--- config.mk ---
export PLATFORM = sky130hd
export DESIGN_NAME = rspsel_top
export DESIGN_NICKNAME = d
export VERILOG_FILES = /design/src/rspsel_pkg.sv /design/src/rspsel_sync.sv /design/src/rspsel_top.sv
export SDC_FILE = /design/constraint.sdc
export NUM_CORES = 1
export LEC_CHECK = 0
export BUFFER_PORTS_ARGS = -buffer_cell sky130_fd_sc_hd__buf_2
export CORE_MARGIN = 1
export CORE_UTILIZATION = 47
export CTS_CLUSTER_DIAMETER = 30
export DETAILED_ROUTE_END_ITERATION = 8
export PLACE_DENSITY = 0.85
export SYNTH_ARGS = -nofsm -noshare
export SYNTH_HDL_FRONTEND = slang
export SYNTH_SLANG_ARGS = --single-unit
--- constraint.sdc ---
create_clock -name core_clk -period 1.52 [get_ports core_clk]
set_input_delay 0.152 -clock core_clk [delete_from_list [all_inputs] [get_ports core_clk]]
set_output_delay 0.152 -clock core_clk [all_outputs]
set_load 0.05 [all_outputs]
--- src/rspsel_pkg.sv ---
// Shared constants and types for the reset strap peripheral selector
package rspsel_pkg;

    // Owner of a group of shared host data pads
    typedef enum logic [1:0] {
        RSPSEL_OWN_HIZ,
        RSPSEL_OWN_HOST,
        RSPSEL_OWN_MAC,
        RSPSEL_OWN_PCI
    } rspsel_owner_t;

    // Wishbone geometry
    localparam int RSPSEL_ADR_W = 8;
    localparam int RSPSEL_DAT_W = 32;
    localparam int RSPSEL_GPIO_W = 16;

    // Register byte offsets
    localparam logic [7:0] RSPSEL_STATUS_OFS = 8'h00;
    localparam logic [7:0] RSPSEL_GPIO_EN_OFS = 8'h04;
    localparam logic [7:0] RSPSEL_GPIO_DIR_OFS = 8'h08;
    localparam logic [7:0] RSPSEL_GPIO_OUT_OFS = 8'h0c;
    localparam logic [7:0] RSPSEL_GPIO_IN_OFS = 8'h10;

    // Status register bit positions
    localparam int RSPSEL_ST_VALID = 0;
    localparam int RSPSEL_ST_PCI = 1;
    localparam int RSPSEL_ST_WIDTH = 2;
    localparam int RSPSEL_ST_MAC = 3;
    localparam int RSPSEL_ST_EEAI = 4;
    localparam int RSPSEL_ST_ERROR = 5;
    localparam int RSPSEL_ST_HOST = 6;
    localparam int RSPSEL_ST_WIDE = 7;
    localparam int RSPSEL_ST_ETHERNET_MAC_UNIT = 8;

    // Strap pads that double as general-purpose pins
    localparam int RSPSEL_RESERVED_LOW_BIT = 0;
    localparam int RSPSEL_EEAI_BIT = 3;

    // Shared upper general-purpose pins and implemented bit mask
    localparam int RSPSEL_UPPER_LO = 9;
    localparam int RSPSEL_LOWER_HI = 7;
    localparam logic [15:0] RSPSEL_GPIO_MASK = 16'hfeff;

    // Reset values
    localparam logic [15:0] RSPSEL_GPIO_RST = 16'h0000;
    localparam logic [31:0] RSPSEL_DAT_RST = 32'h0000_0000;

    // Edges after reset release before the synchronised straps are valid
    localparam int RSPSEL_SYNC_STAGES = 2;
    localparam logic [1:0] RSPSEL_SETTLE_CYCLES = 2'h2;

endpackage : rspsel_pkg

--- src/rspsel_sync.sv ---
// Two flip-flop synchroniser for a bus of independent levels
`timescale 1ns/1ps
module rspsel_sync #(
    parameter int WIDTH = 1
) (
    input wire logic core_clk, // Device clock
    input wire logic rst_b, // Async reset, active low
    input wire logic [WIDTH-1:0] async_d, // Levels from pads
    output logic [WIDTH-1:0] sync_q // Synchronised levels
);

    logic [WIDTH-1:0] meta_q;

    // First stage feeds only the second stage
    always_ff @(posedge core_clk or negedge rst_b) begin
        if (!rst_b) begin
            meta_q <= '0;
            sync_q <= '0;
        end else begin
            meta_q <= async_d;
            sync_q <= meta_q;
        end
    end

endmodule : rspsel_sync

--- src/rspsel_top.sv ---
// Reset strap capture and shared pin peripheral selection with Wishbone registers
`timescale 1ns/1ps
module rspsel_top (
    input wire logic core_clk, // Device clock, 40 MHz
    input wire logic rst_b, // Async reset, active low
    input wire logic wb_cyc_i, // Wishbone cycle
    input wire logic wb_stb_i, // Wishbone strobe
    input wire logic wb_we_i, // Wishbone write
    input wire logic [rspsel_pkg::RSPSEL_ADR_W-1:0] wb_adr_i, // Byte address
    input wire logic [3:0] wb_sel_i, // Byte selects
    input wire logic [rspsel_pkg::RSPSEL_DAT_W-1:0] wb_dat_i, // Write data
    output logic wb_ack_o, // Wishbone acknowledge
    output logic [rspsel_pkg::RSPSEL_DAT_W-1:0] wb_dat_o, // Read data
    input wire logic pci_select_strap_pin, // Pci select strap pad
    input wire logic host_width_strap_pin, // Host width strap pad
    input wire logic mac_select_strap_pin, // Mac select strap pad
    input wire logic [rspsel_pkg::RSPSEL_GPIO_W-1:0] gpio_in, // Gpio pad inputs
    output logic [rspsel_pkg::RSPSEL_GPIO_W-1:0] gpio_out, // Gpio pad outputs
    output logic [rspsel_pkg::RSPSEL_GPIO_W-1:0] gpio_oe, // Gpio pad enables
    output logic cfg_valid, // Selection decoded
    output logic config_error, // Reserved strap was high
    output logic host_port_en, // Host port enabled
    output logic host_port_wide_mode, // Host port 32 bit
    output logic host_port_narrow_mode, // Host port 16 bit
    output logic pci_en, // Pci interface enabled
    output logic pci_eeprom_load, // Start eeprom load, pulse
    output logic pci_use_defaults, // Pci keeps defaults
    output logic ethernet_mac_unit_en, // Ethernet mac unit enabled
    output logic mdio_en, // Mdio enabled
    output logic pci_only_oe, // Pci only pins may drive
    output rspsel_pkg::rspsel_owner_t lower_owner, // Owner of host_data_lower
    output rspsel_pkg::rspsel_owner_t upper_owner // Owner of host_data_upper
);
    import rspsel_pkg::*;

    // Decoded selection
    typedef struct packed {
        logic host;
        logic wide;
        logic narrow;
        logic pci;
        logic load;
        logic dflt;
        logic mac;
        logic pci_pins;
        logic gpio_up;
        rspsel_owner_t lo;
        rspsel_owner_t up;
    } rspsel_sel_t;

    logic [2:0] strap_sync;
    logic [RSPSEL_GPIO_W-1:0] gpio_sync;
    logic [1:0] settle_q;
    logic latched_q;
    logic pci_strap_q;
    logic host_width_strap_q;
    logic mac_select_strap_q;
    logic eeprom_autoinit_strap_q;
    logic reserved_low_strap_q;
    rspsel_sel_t sel;
    logic [RSPSEL_GPIO_W-1:0] gpio_enable_bits_q;
    logic [RSPSEL_GPIO_W-1:0] gpio_direction_bits_q;
    logic [RSPSEL_GPIO_W-1:0] gpio_data_q;
    logic [RSPSEL_GPIO_W-1:0] gpio_allow;
    logic wb_req;
    logic [RSPSEL_GPIO_W-1:0] wmask;

    // Maps strap levels to peripheral enables and pad owners
    function automatic rspsel_sel_t rspsel_decode(input logic pci, input logic width,
                                                  input logic mac, input logic eeai);
        rspsel_sel_t s;
        s = '0;
        s.lo = RSPSEL_OWN_HIZ;
        s.up = RSPSEL_OWN_HIZ;
        if (pci) begin
            s.pci = 1'b1;
            s.pci_pins = 1'b1;
            s.load = eeai;
            s.dflt = !eeai;
            s.lo = RSPSEL_OWN_PCI;
            s.up = RSPSEL_OWN_PCI;
        end else begin
            s.gpio_up = 1'b1;
            s.mac = mac;
            s.host = !(width && mac);
            s.wide = width && !mac;
            s.narrow = !width;
            s.lo = s.host ? RSPSEL_OWN_HOST : RSPSEL_OWN_HIZ;
            if (mac) begin
                s.up = RSPSEL_OWN_MAC;
            end else if (width) begin
                s.up = RSPSEL_OWN_HOST;
            end
        end
        return s;
    endfunction : rspsel_decode

    rspsel_sync #(
        .WIDTH(3)
    ) u_strap_sync (
        .core_clk(core_clk),
        .rst_b(rst_b),
        .async_d({pci_select_strap_pin, host_width_strap_pin, mac_select_strap_pin}),
        .sync_q(strap_sync)
    );

    rspsel_sync #(
        .WIDTH(RSPSEL_GPIO_W)
    ) u_gpio_sync (
        .core_clk(core_clk),
        .rst_b(rst_b),
        .async_d(gpio_in),
        .sync_q(gpio_sync)
    );

    // Wait for the synchroniser to fill after reset release
    always_ff @(posedge core_clk or negedge rst_b) begin
        if (!rst_b) begin
            settle_q <= '0;
        end else if (settle_q != RSPSEL_SETTLE_CYCLES) begin
            settle_q <= settle_q + 2'h1;
        end
    end

    // One-time strap capture, held until next reset
    always_ff @(posedge core_clk or negedge rst_b) begin
        if (!rst_b) begin
            latched_q <= 1'b0;
            pci_strap_q <= 1'b0;
            host_width_strap_q <= 1'b0;
            mac_select_strap_q <= 1'b0;
            eeprom_autoinit_strap_q <= 1'b0;
            reserved_low_strap_q <= 1'b0;
        end else if (!latched_q && settle_q == RSPSEL_SETTLE_CYCLES) begin
            latched_q <= 1'b1;
            pci_strap_q <= strap_sync[2];
            host_width_strap_q <= strap_sync[1];
            mac_select_strap_q <= strap_sync[0];
            eeprom_autoinit_strap_q <= gpio_sync[RSPSEL_EEAI_BIT];
            reserved_low_strap_q <= gpio_sync[RSPSEL_RESERVED_LOW_BIT];
        end
    end

    always_comb begin
        sel = rspsel_decode(pci_strap_q, host_width_strap_q,
                            mac_select_strap_q, eeprom_autoinit_strap_q);
    end

    // Selection outputs, all off until the straps are latched
    always_ff @(posedge core_clk or negedge rst_b) begin
        if (!rst_b) begin
            cfg_valid <= 1'b0;
            config_error <= 1'b0;
            host_port_en <= 1'b0;
            host_port_wide_mode <= 1'b0;
            host_port_narrow_mode <= 1'b0;
            pci_en <= 1'b0;
            pci_use_defaults <= 1'b0;
            ethernet_mac_unit_en <= 1'b0;
            mdio_en <= 1'b0;
            pci_only_oe <= 1'b0;
            lower_owner <= RSPSEL_OWN_HIZ;
            upper_owner <= RSPSEL_OWN_HIZ;
        end else begin
            cfg_valid <= latched_q;
            config_error <= latched_q && reserved_low_strap_q;
            host_port_en <= latched_q && sel.host;
            host_port_wide_mode <= latched_q && sel.host && sel.wide;
            host_port_narrow_mode <= latched_q && sel.host && sel.narrow;
            pci_en <= latched_q && sel.pci;
            pci_use_defaults <= latched_q && sel.dflt;
            ethernet_mac_unit_en <= latched_q && sel.mac;
            mdio_en <= latched_q && sel.mac;
            pci_only_oe <= latched_q && sel.pci_pins;
            lower_owner <= latched_q ? sel.lo : RSPSEL_OWN_HIZ;
            upper_owner <= latched_q ? sel.up : RSPSEL_OWN_HIZ;
        end
    end

    // Eeprom load request, once per reset
    always_ff @(posedge core_clk or negedge rst_b) begin
        if (!rst_b) begin
            pci_eeprom_load <= 1'b0;
        end else begin
            pci_eeprom_load <= latched_q && !cfg_valid && sel.load;
        end
    end

    // Upper shared pins only usable as gpio without pci
    generate
        for (genvar i = 0; i < RSPSEL_GPIO_W; i++) begin : g_allow
            if (i >= RSPSEL_UPPER_LO) begin : g_up
                assign gpio_allow[i] = cfg_valid && sel.gpio_up;
            end else begin : g_lo
                assign gpio_allow[i] = RSPSEL_GPIO_MASK[i];
            end
        end
    endgenerate

    always_ff @(posedge core_clk or negedge rst_b) begin
        if (!rst_b) begin
            gpio_oe <= RSPSEL_GPIO_RST;
            gpio_out <= RSPSEL_GPIO_RST;
        end else begin
            gpio_oe <= gpio_enable_bits_q & gpio_direction_bits_q & gpio_allow;
            gpio_out <= gpio_data_q & gpio_allow;
        end
    end

    // Wishbone slave, one wait state, answers every address
    assign wb_req = wb_cyc_i && wb_stb_i && !wb_ack_o;
    assign wmask = {{8{wb_sel_i[1]}}, {8{wb_sel_i[0]}}} & RSPSEL_GPIO_MASK;

    always_ff @(posedge core_clk or negedge rst_b) begin
        if (!rst_b) begin
            wb_ack_o <= 1'b0;
        end else begin
            wb_ack_o <= wb_req;
        end
    end

    always_ff @(posedge core_clk or negedge rst_b) begin
        if (!rst_b) begin
            gpio_enable_bits_q <= RSPSEL_GPIO_RST;
            gpio_direction_bits_q <= RSPSEL_GPIO_RST;
            gpio_data_q <= RSPSEL_GPIO_RST;
        end else if (wb_req && wb_we_i) begin
            if (wb_adr_i == RSPSEL_GPIO_EN_OFS) begin
                gpio_enable_bits_q <= (gpio_enable_bits_q & ~wmask)
                                      | (wb_dat_i[15:0] & wmask);
            end else if (wb_adr_i == RSPSEL_GPIO_DIR_OFS) begin
                gpio_direction_bits_q <= (gpio_direction_bits_q & ~wmask)
                                         | (wb_dat_i[15:0] & wmask);
            end else if (wb_adr_i == RSPSEL_GPIO_OUT_OFS) begin
                gpio_data_q <= (gpio_data_q & ~wmask) | (wb_dat_i[15:0] & wmask);
            end
        end
    end

    always_ff @(posedge core_clk or negedge rst_b) begin
        if (!rst_b) begin
            wb_dat_o <= RSPSEL_DAT_RST;
        end else if (wb_req && !wb_we_i) begin
            wb_dat_o <= RSPSEL_DAT_RST;
            if (wb_adr_i == RSPSEL_STATUS_OFS) begin
                wb_dat_o[RSPSEL_ST_VALID] <= cfg_valid;
                wb_dat_o[RSPSEL_ST_PCI] <= pci_strap_q;
                wb_dat_o[RSPSEL_ST_WIDTH] <= host_width_strap_q;
                wb_dat_o[RSPSEL_ST_MAC] <= mac_select_strap_q;
                wb_dat_o[RSPSEL_ST_EEAI] <= eeprom_autoinit_strap_q;
                wb_dat_o[RSPSEL_ST_ERROR] <= config_error;
                wb_dat_o[RSPSEL_ST_HOST] <= host_port_en;
                wb_dat_o[RSPSEL_ST_WIDE] <= host_port_wide_mode;
                wb_dat_o[RSPSEL_ST_ETHERNET_MAC_UNIT] <= ethernet_mac_unit_en;
            end else if (wb_adr_i == RSPSEL_GPIO_EN_OFS) begin
                wb_dat_o[15:0] <= gpio_enable_bits_q;
            end else if (wb_adr_i == RSPSEL_GPIO_DIR_OFS) begin
                wb_dat_o[15:0] <= gpio_direction_bits_q;
            end else if (wb_adr_i == RSPSEL_GPIO_OUT_OFS) begin
                wb_dat_o[15:0] <= gpio_data_q;
            end else if (wb_adr_i == RSPSEL_GPIO_IN_OFS) begin
                wb_dat_o[15:0] <= gpio_sync & RSPSEL_GPIO_MASK;
            end
        end
    end
endmodule : rspsel_top
==> flow_summary_export.csv <==
group,metric,value,unit
yosys,syn_inst,418,
placement,pre_cts_slack,-0.295,ns
yosys,yosysSeqAreaShare,65.5,%
critical_path,cp.required,1.82,ns
cts,clk_pin_slew,0.06,ns
timing,relSlewSlack,39.5,%
yosys,ys_async_sr_fraction,100,%
finish,area_growth,36.6,%
timing,grt_setup_unrepaired,"true",
global_routing,antenna_found_initial,0,
power,powerDensity,1180,nW/um^2
detailed_routing,drt_iter0_markers,328,
die,start_util,48.9,%
yosys,yosysWarnings,0,
critical_path,cp_max_fo,6,
timing,fin_ws,-0.216,ns
finish,drive_gt1_share,40.5,%
detailed_routing,via_per_inst,5.52,
detailed_routing,routedWlPerCell,20.0,um
cts,numCtsBuffers,17,
cts,cts_tree,"built",
timing,finalCritPeriodShare,114,%
critical_path,r2r_setup_slack,-0.22,ns
global_routing,gr-total-overflow,0,
critical_path,r2r-start,"wb_ack_o$_DFF_PN0_",
placement,gp_congestion,0.902,
timing,worst_pin_slew,0.905,ns
finish,antenna_cells,0,
die,die_h,112,um
cts,cts_root_buf,"clkbuf_16",
timing,hold_viol_final,0,
cts,h-tree-depth,4,
die,die-width,112,um
outcome,status,"finished with violations",
detailed_routing,antenna_left,0,
run,drv_cap,0,
yosys,synth-edff-count,0,
min_path,hp-start,"wb_dat_i[1]",
cts,cts_buffer_depth,2,
die,rows,39,
power,leakagePower,0.00390,uW
finish,fillCellCount,745,
critical_path,cp-end-kind,"flop",
placement,dp_hpwl,9.06,mm
detailed_routing,drt_first_pass_iters,8,
die,dieArea,12500,um^2
global_routing,grt_pass1_wl,22.8,mm
global_routing,first_global_vias,4185,
cts,clock-sinks,148,
min_path,hp-class,"input port to flop",
power,vdd_drop_max,0.704,mV
timing,finalSetupViolCount,37,
detailed_routing,num_vias,4143,
min_path,holdPathStages,2,
outcome,failed_checks,"design-rule violations, negative setup slack",
yosys,synth_cell_types,39,
global_routing,track_usage,24.3,%
placement,port-buffer-count,109,
critical_path,worstPathArrival,2.04,ns
timing,clock_skew,0.0106,ns
yosys,synth_area,5660,um^2
detailed_routing,wirelength,15.0,mm
timing,maxSlewViolCount,0,
critical_path,r2r_cells,6,
yosys,synthFlopType,"dfrtp_1",
yosys,ys_seq_elements,148,
die,ioPinCount,148,
critical_path,cp-start-kind,"flop",
finish,nets,663,
global_routing,grt_max_degree,54,
critical_path,setup.worst_path.class,"flop to flop",
timing,fmax,576,MHz
timing,min_period,1.74,ns
power,p_total,9140,uW
yosys,postSynthAreaPerCell,13.5,um^2
detailed_routing,drcViolationCount,12,
cts,clock_latency,0.42,ns
die,core,11600,um^2
[area by class of cell]
cell class,instances,area (um^2),area share (%)
clock buffer,20,457,5.91
clock inverter,12,169,2.19
sequential,148,3700,48.0
tap,143,179,2.32
inverter,4,15.0,0.194
timing repair buffer,177,1200,15.5
multi-input combinational,246,2000,25.9
[timing repair]
| action | 4_1_cts | 5_1_grt |
|---|---|---|
| resized for setup | 29 | 14 |
| setup endpoints to repair | 40 | 54 |
| hold buffers | 24 | 1 |
| hold endpoints to repair | 96 | 1 |
| pin swaps | 3 | 4 |
| setup buffers | 2 | 3 |
| gates cloned | 0 | 1 |
[through the flow]
stage	setup TNS, ns	utilization [%]	instances	hold WS (ns)	area (um^2)
4_1_cts	-3.58	66.0	745	0.000363	7630
3_5_place_dp	-12.61	57.2	687	0.0725	6620
6_report	-5.28	66.8	750	0.0217	7730
2_1_floorplan	-10.63	-	435	-0.144	5800
3_3_place_gp	-9.86	57.2	687	0.0689	6620
5_1_grt	-7.03	66.8	750	0.00325	7730
[power by group]
| part | internal, uW | switching (uW) | total [uW] |
|---|---|---|---|
| registers | 4030 | 47.1 | 4070 |
| logic | 228 | 476 | 704 |
| clock network | 2700 | 1660 | 4360 |
[synthesized netlist by cell type, drive strengths merged (2+ instances only)]
master   number  share of area (%)
dfrtp       148                 65
nor2          9               0.77
o21ai        39                3.4
a21oi        10               0.88
a21o          8                1.1
nor4          4                1.2
a31oi         7               0.77
nor3b         2               0.27
nand2b        3               0.33
a2bb2oi      21                3.3
inv           4               0.27
nor2b         3               0.33
mux2         49                9.8
and2         25                2.8
and3          8               0.88
nand2        18                1.2
clkbuf       14               0.93
mux2i         7                1.2
o21a          2               0.27
nand3         2               0.18
buf          23                2.9
[routing by layer]
| layer | GRT usage (%) | part of all wire (%) | vias up | wire length (um) |
|---|---|---|---|---|
| li1 | - | - | 1785 | - |
| met1 | 31.3 | 41 | 2100 | 6150 |
| met2 | 38.7 | 49 | 215 | 7400 |
| met3 | 6.70 | 6.9 | 43 | 1040 |
| met4 | 10.5 | 2.7 | 0 | 412 |
| met5 | 0 | 0 | - | 0 |
[cells in the final DEF, fill, tap and decap left out, drive strengths merged, types with 2 or more instances in the layout]
cell type / count
a21o: 8
bufinv: 3
a21oi: 10
nor2: 9
nand3: 2
clkbuf: 20
dlygate4sd3: 25
o21a: 2
nor3b: 2
a2bb2oi: 21
clkinv: 3
nand2: 18
nor4: 4
inv: 8
mux2: 49
and2: 25
mux2i: 7
a31oi: 7
and3: 8
buf: 152
nor2b: 3
dfrtp: 148
nand2b: 3
conb: 18
o21ai: 39
clkinvlp: 2
[worst max-delay path by stage]
stage                       start   end  slack [ns]  cells past startpoint
4_1_cts        wb_ack_o$_DFF_PN0_  flop       -0.13                      6
5_1_grt        wb_ack_o$_DFF_PN0_  flop       -0.27                      6
6_report       wb_ack_o$_DFF_PN0_  flop       -0.22                      6
3_3_place_gp          wb_adr_i[6]  flop       -0.24                      7
3_5_place_dp          wb_adr_i[6]  flop       -0.29                      7
2_1_floorplan  wb_ack_o$_DFF_PN0_  flop       -0.26                      4
[worst max-delay path, stage by stage, from the launching register on]
cell and delay [ns]:
dfrtp_2 0.41, and4b_1 0.31, nand4_1 0.14, buf_6 0.18, nor2_4 0.14, buf_12 0.14, mux2_4 0.31
[cells by family (layout without fill, tap and decap cells)]
logic type | count (synthesis) | after routing | synth area share (%)
flops | 148 | 148 | 65.5
compound gates | 89 | 89 | 10.0
simple gates | 81 | 81 | 8.98
mux | 56 | 56 | 11.0
buf+inv | 41 | 213 | 4.14
fa+ha+maj | 1 | 1 | 0.221
other cells | 1 | 18 | 0.0663
xor+xnor | 1 | 1 | 0.155
(Power assumes the default switching activity.)
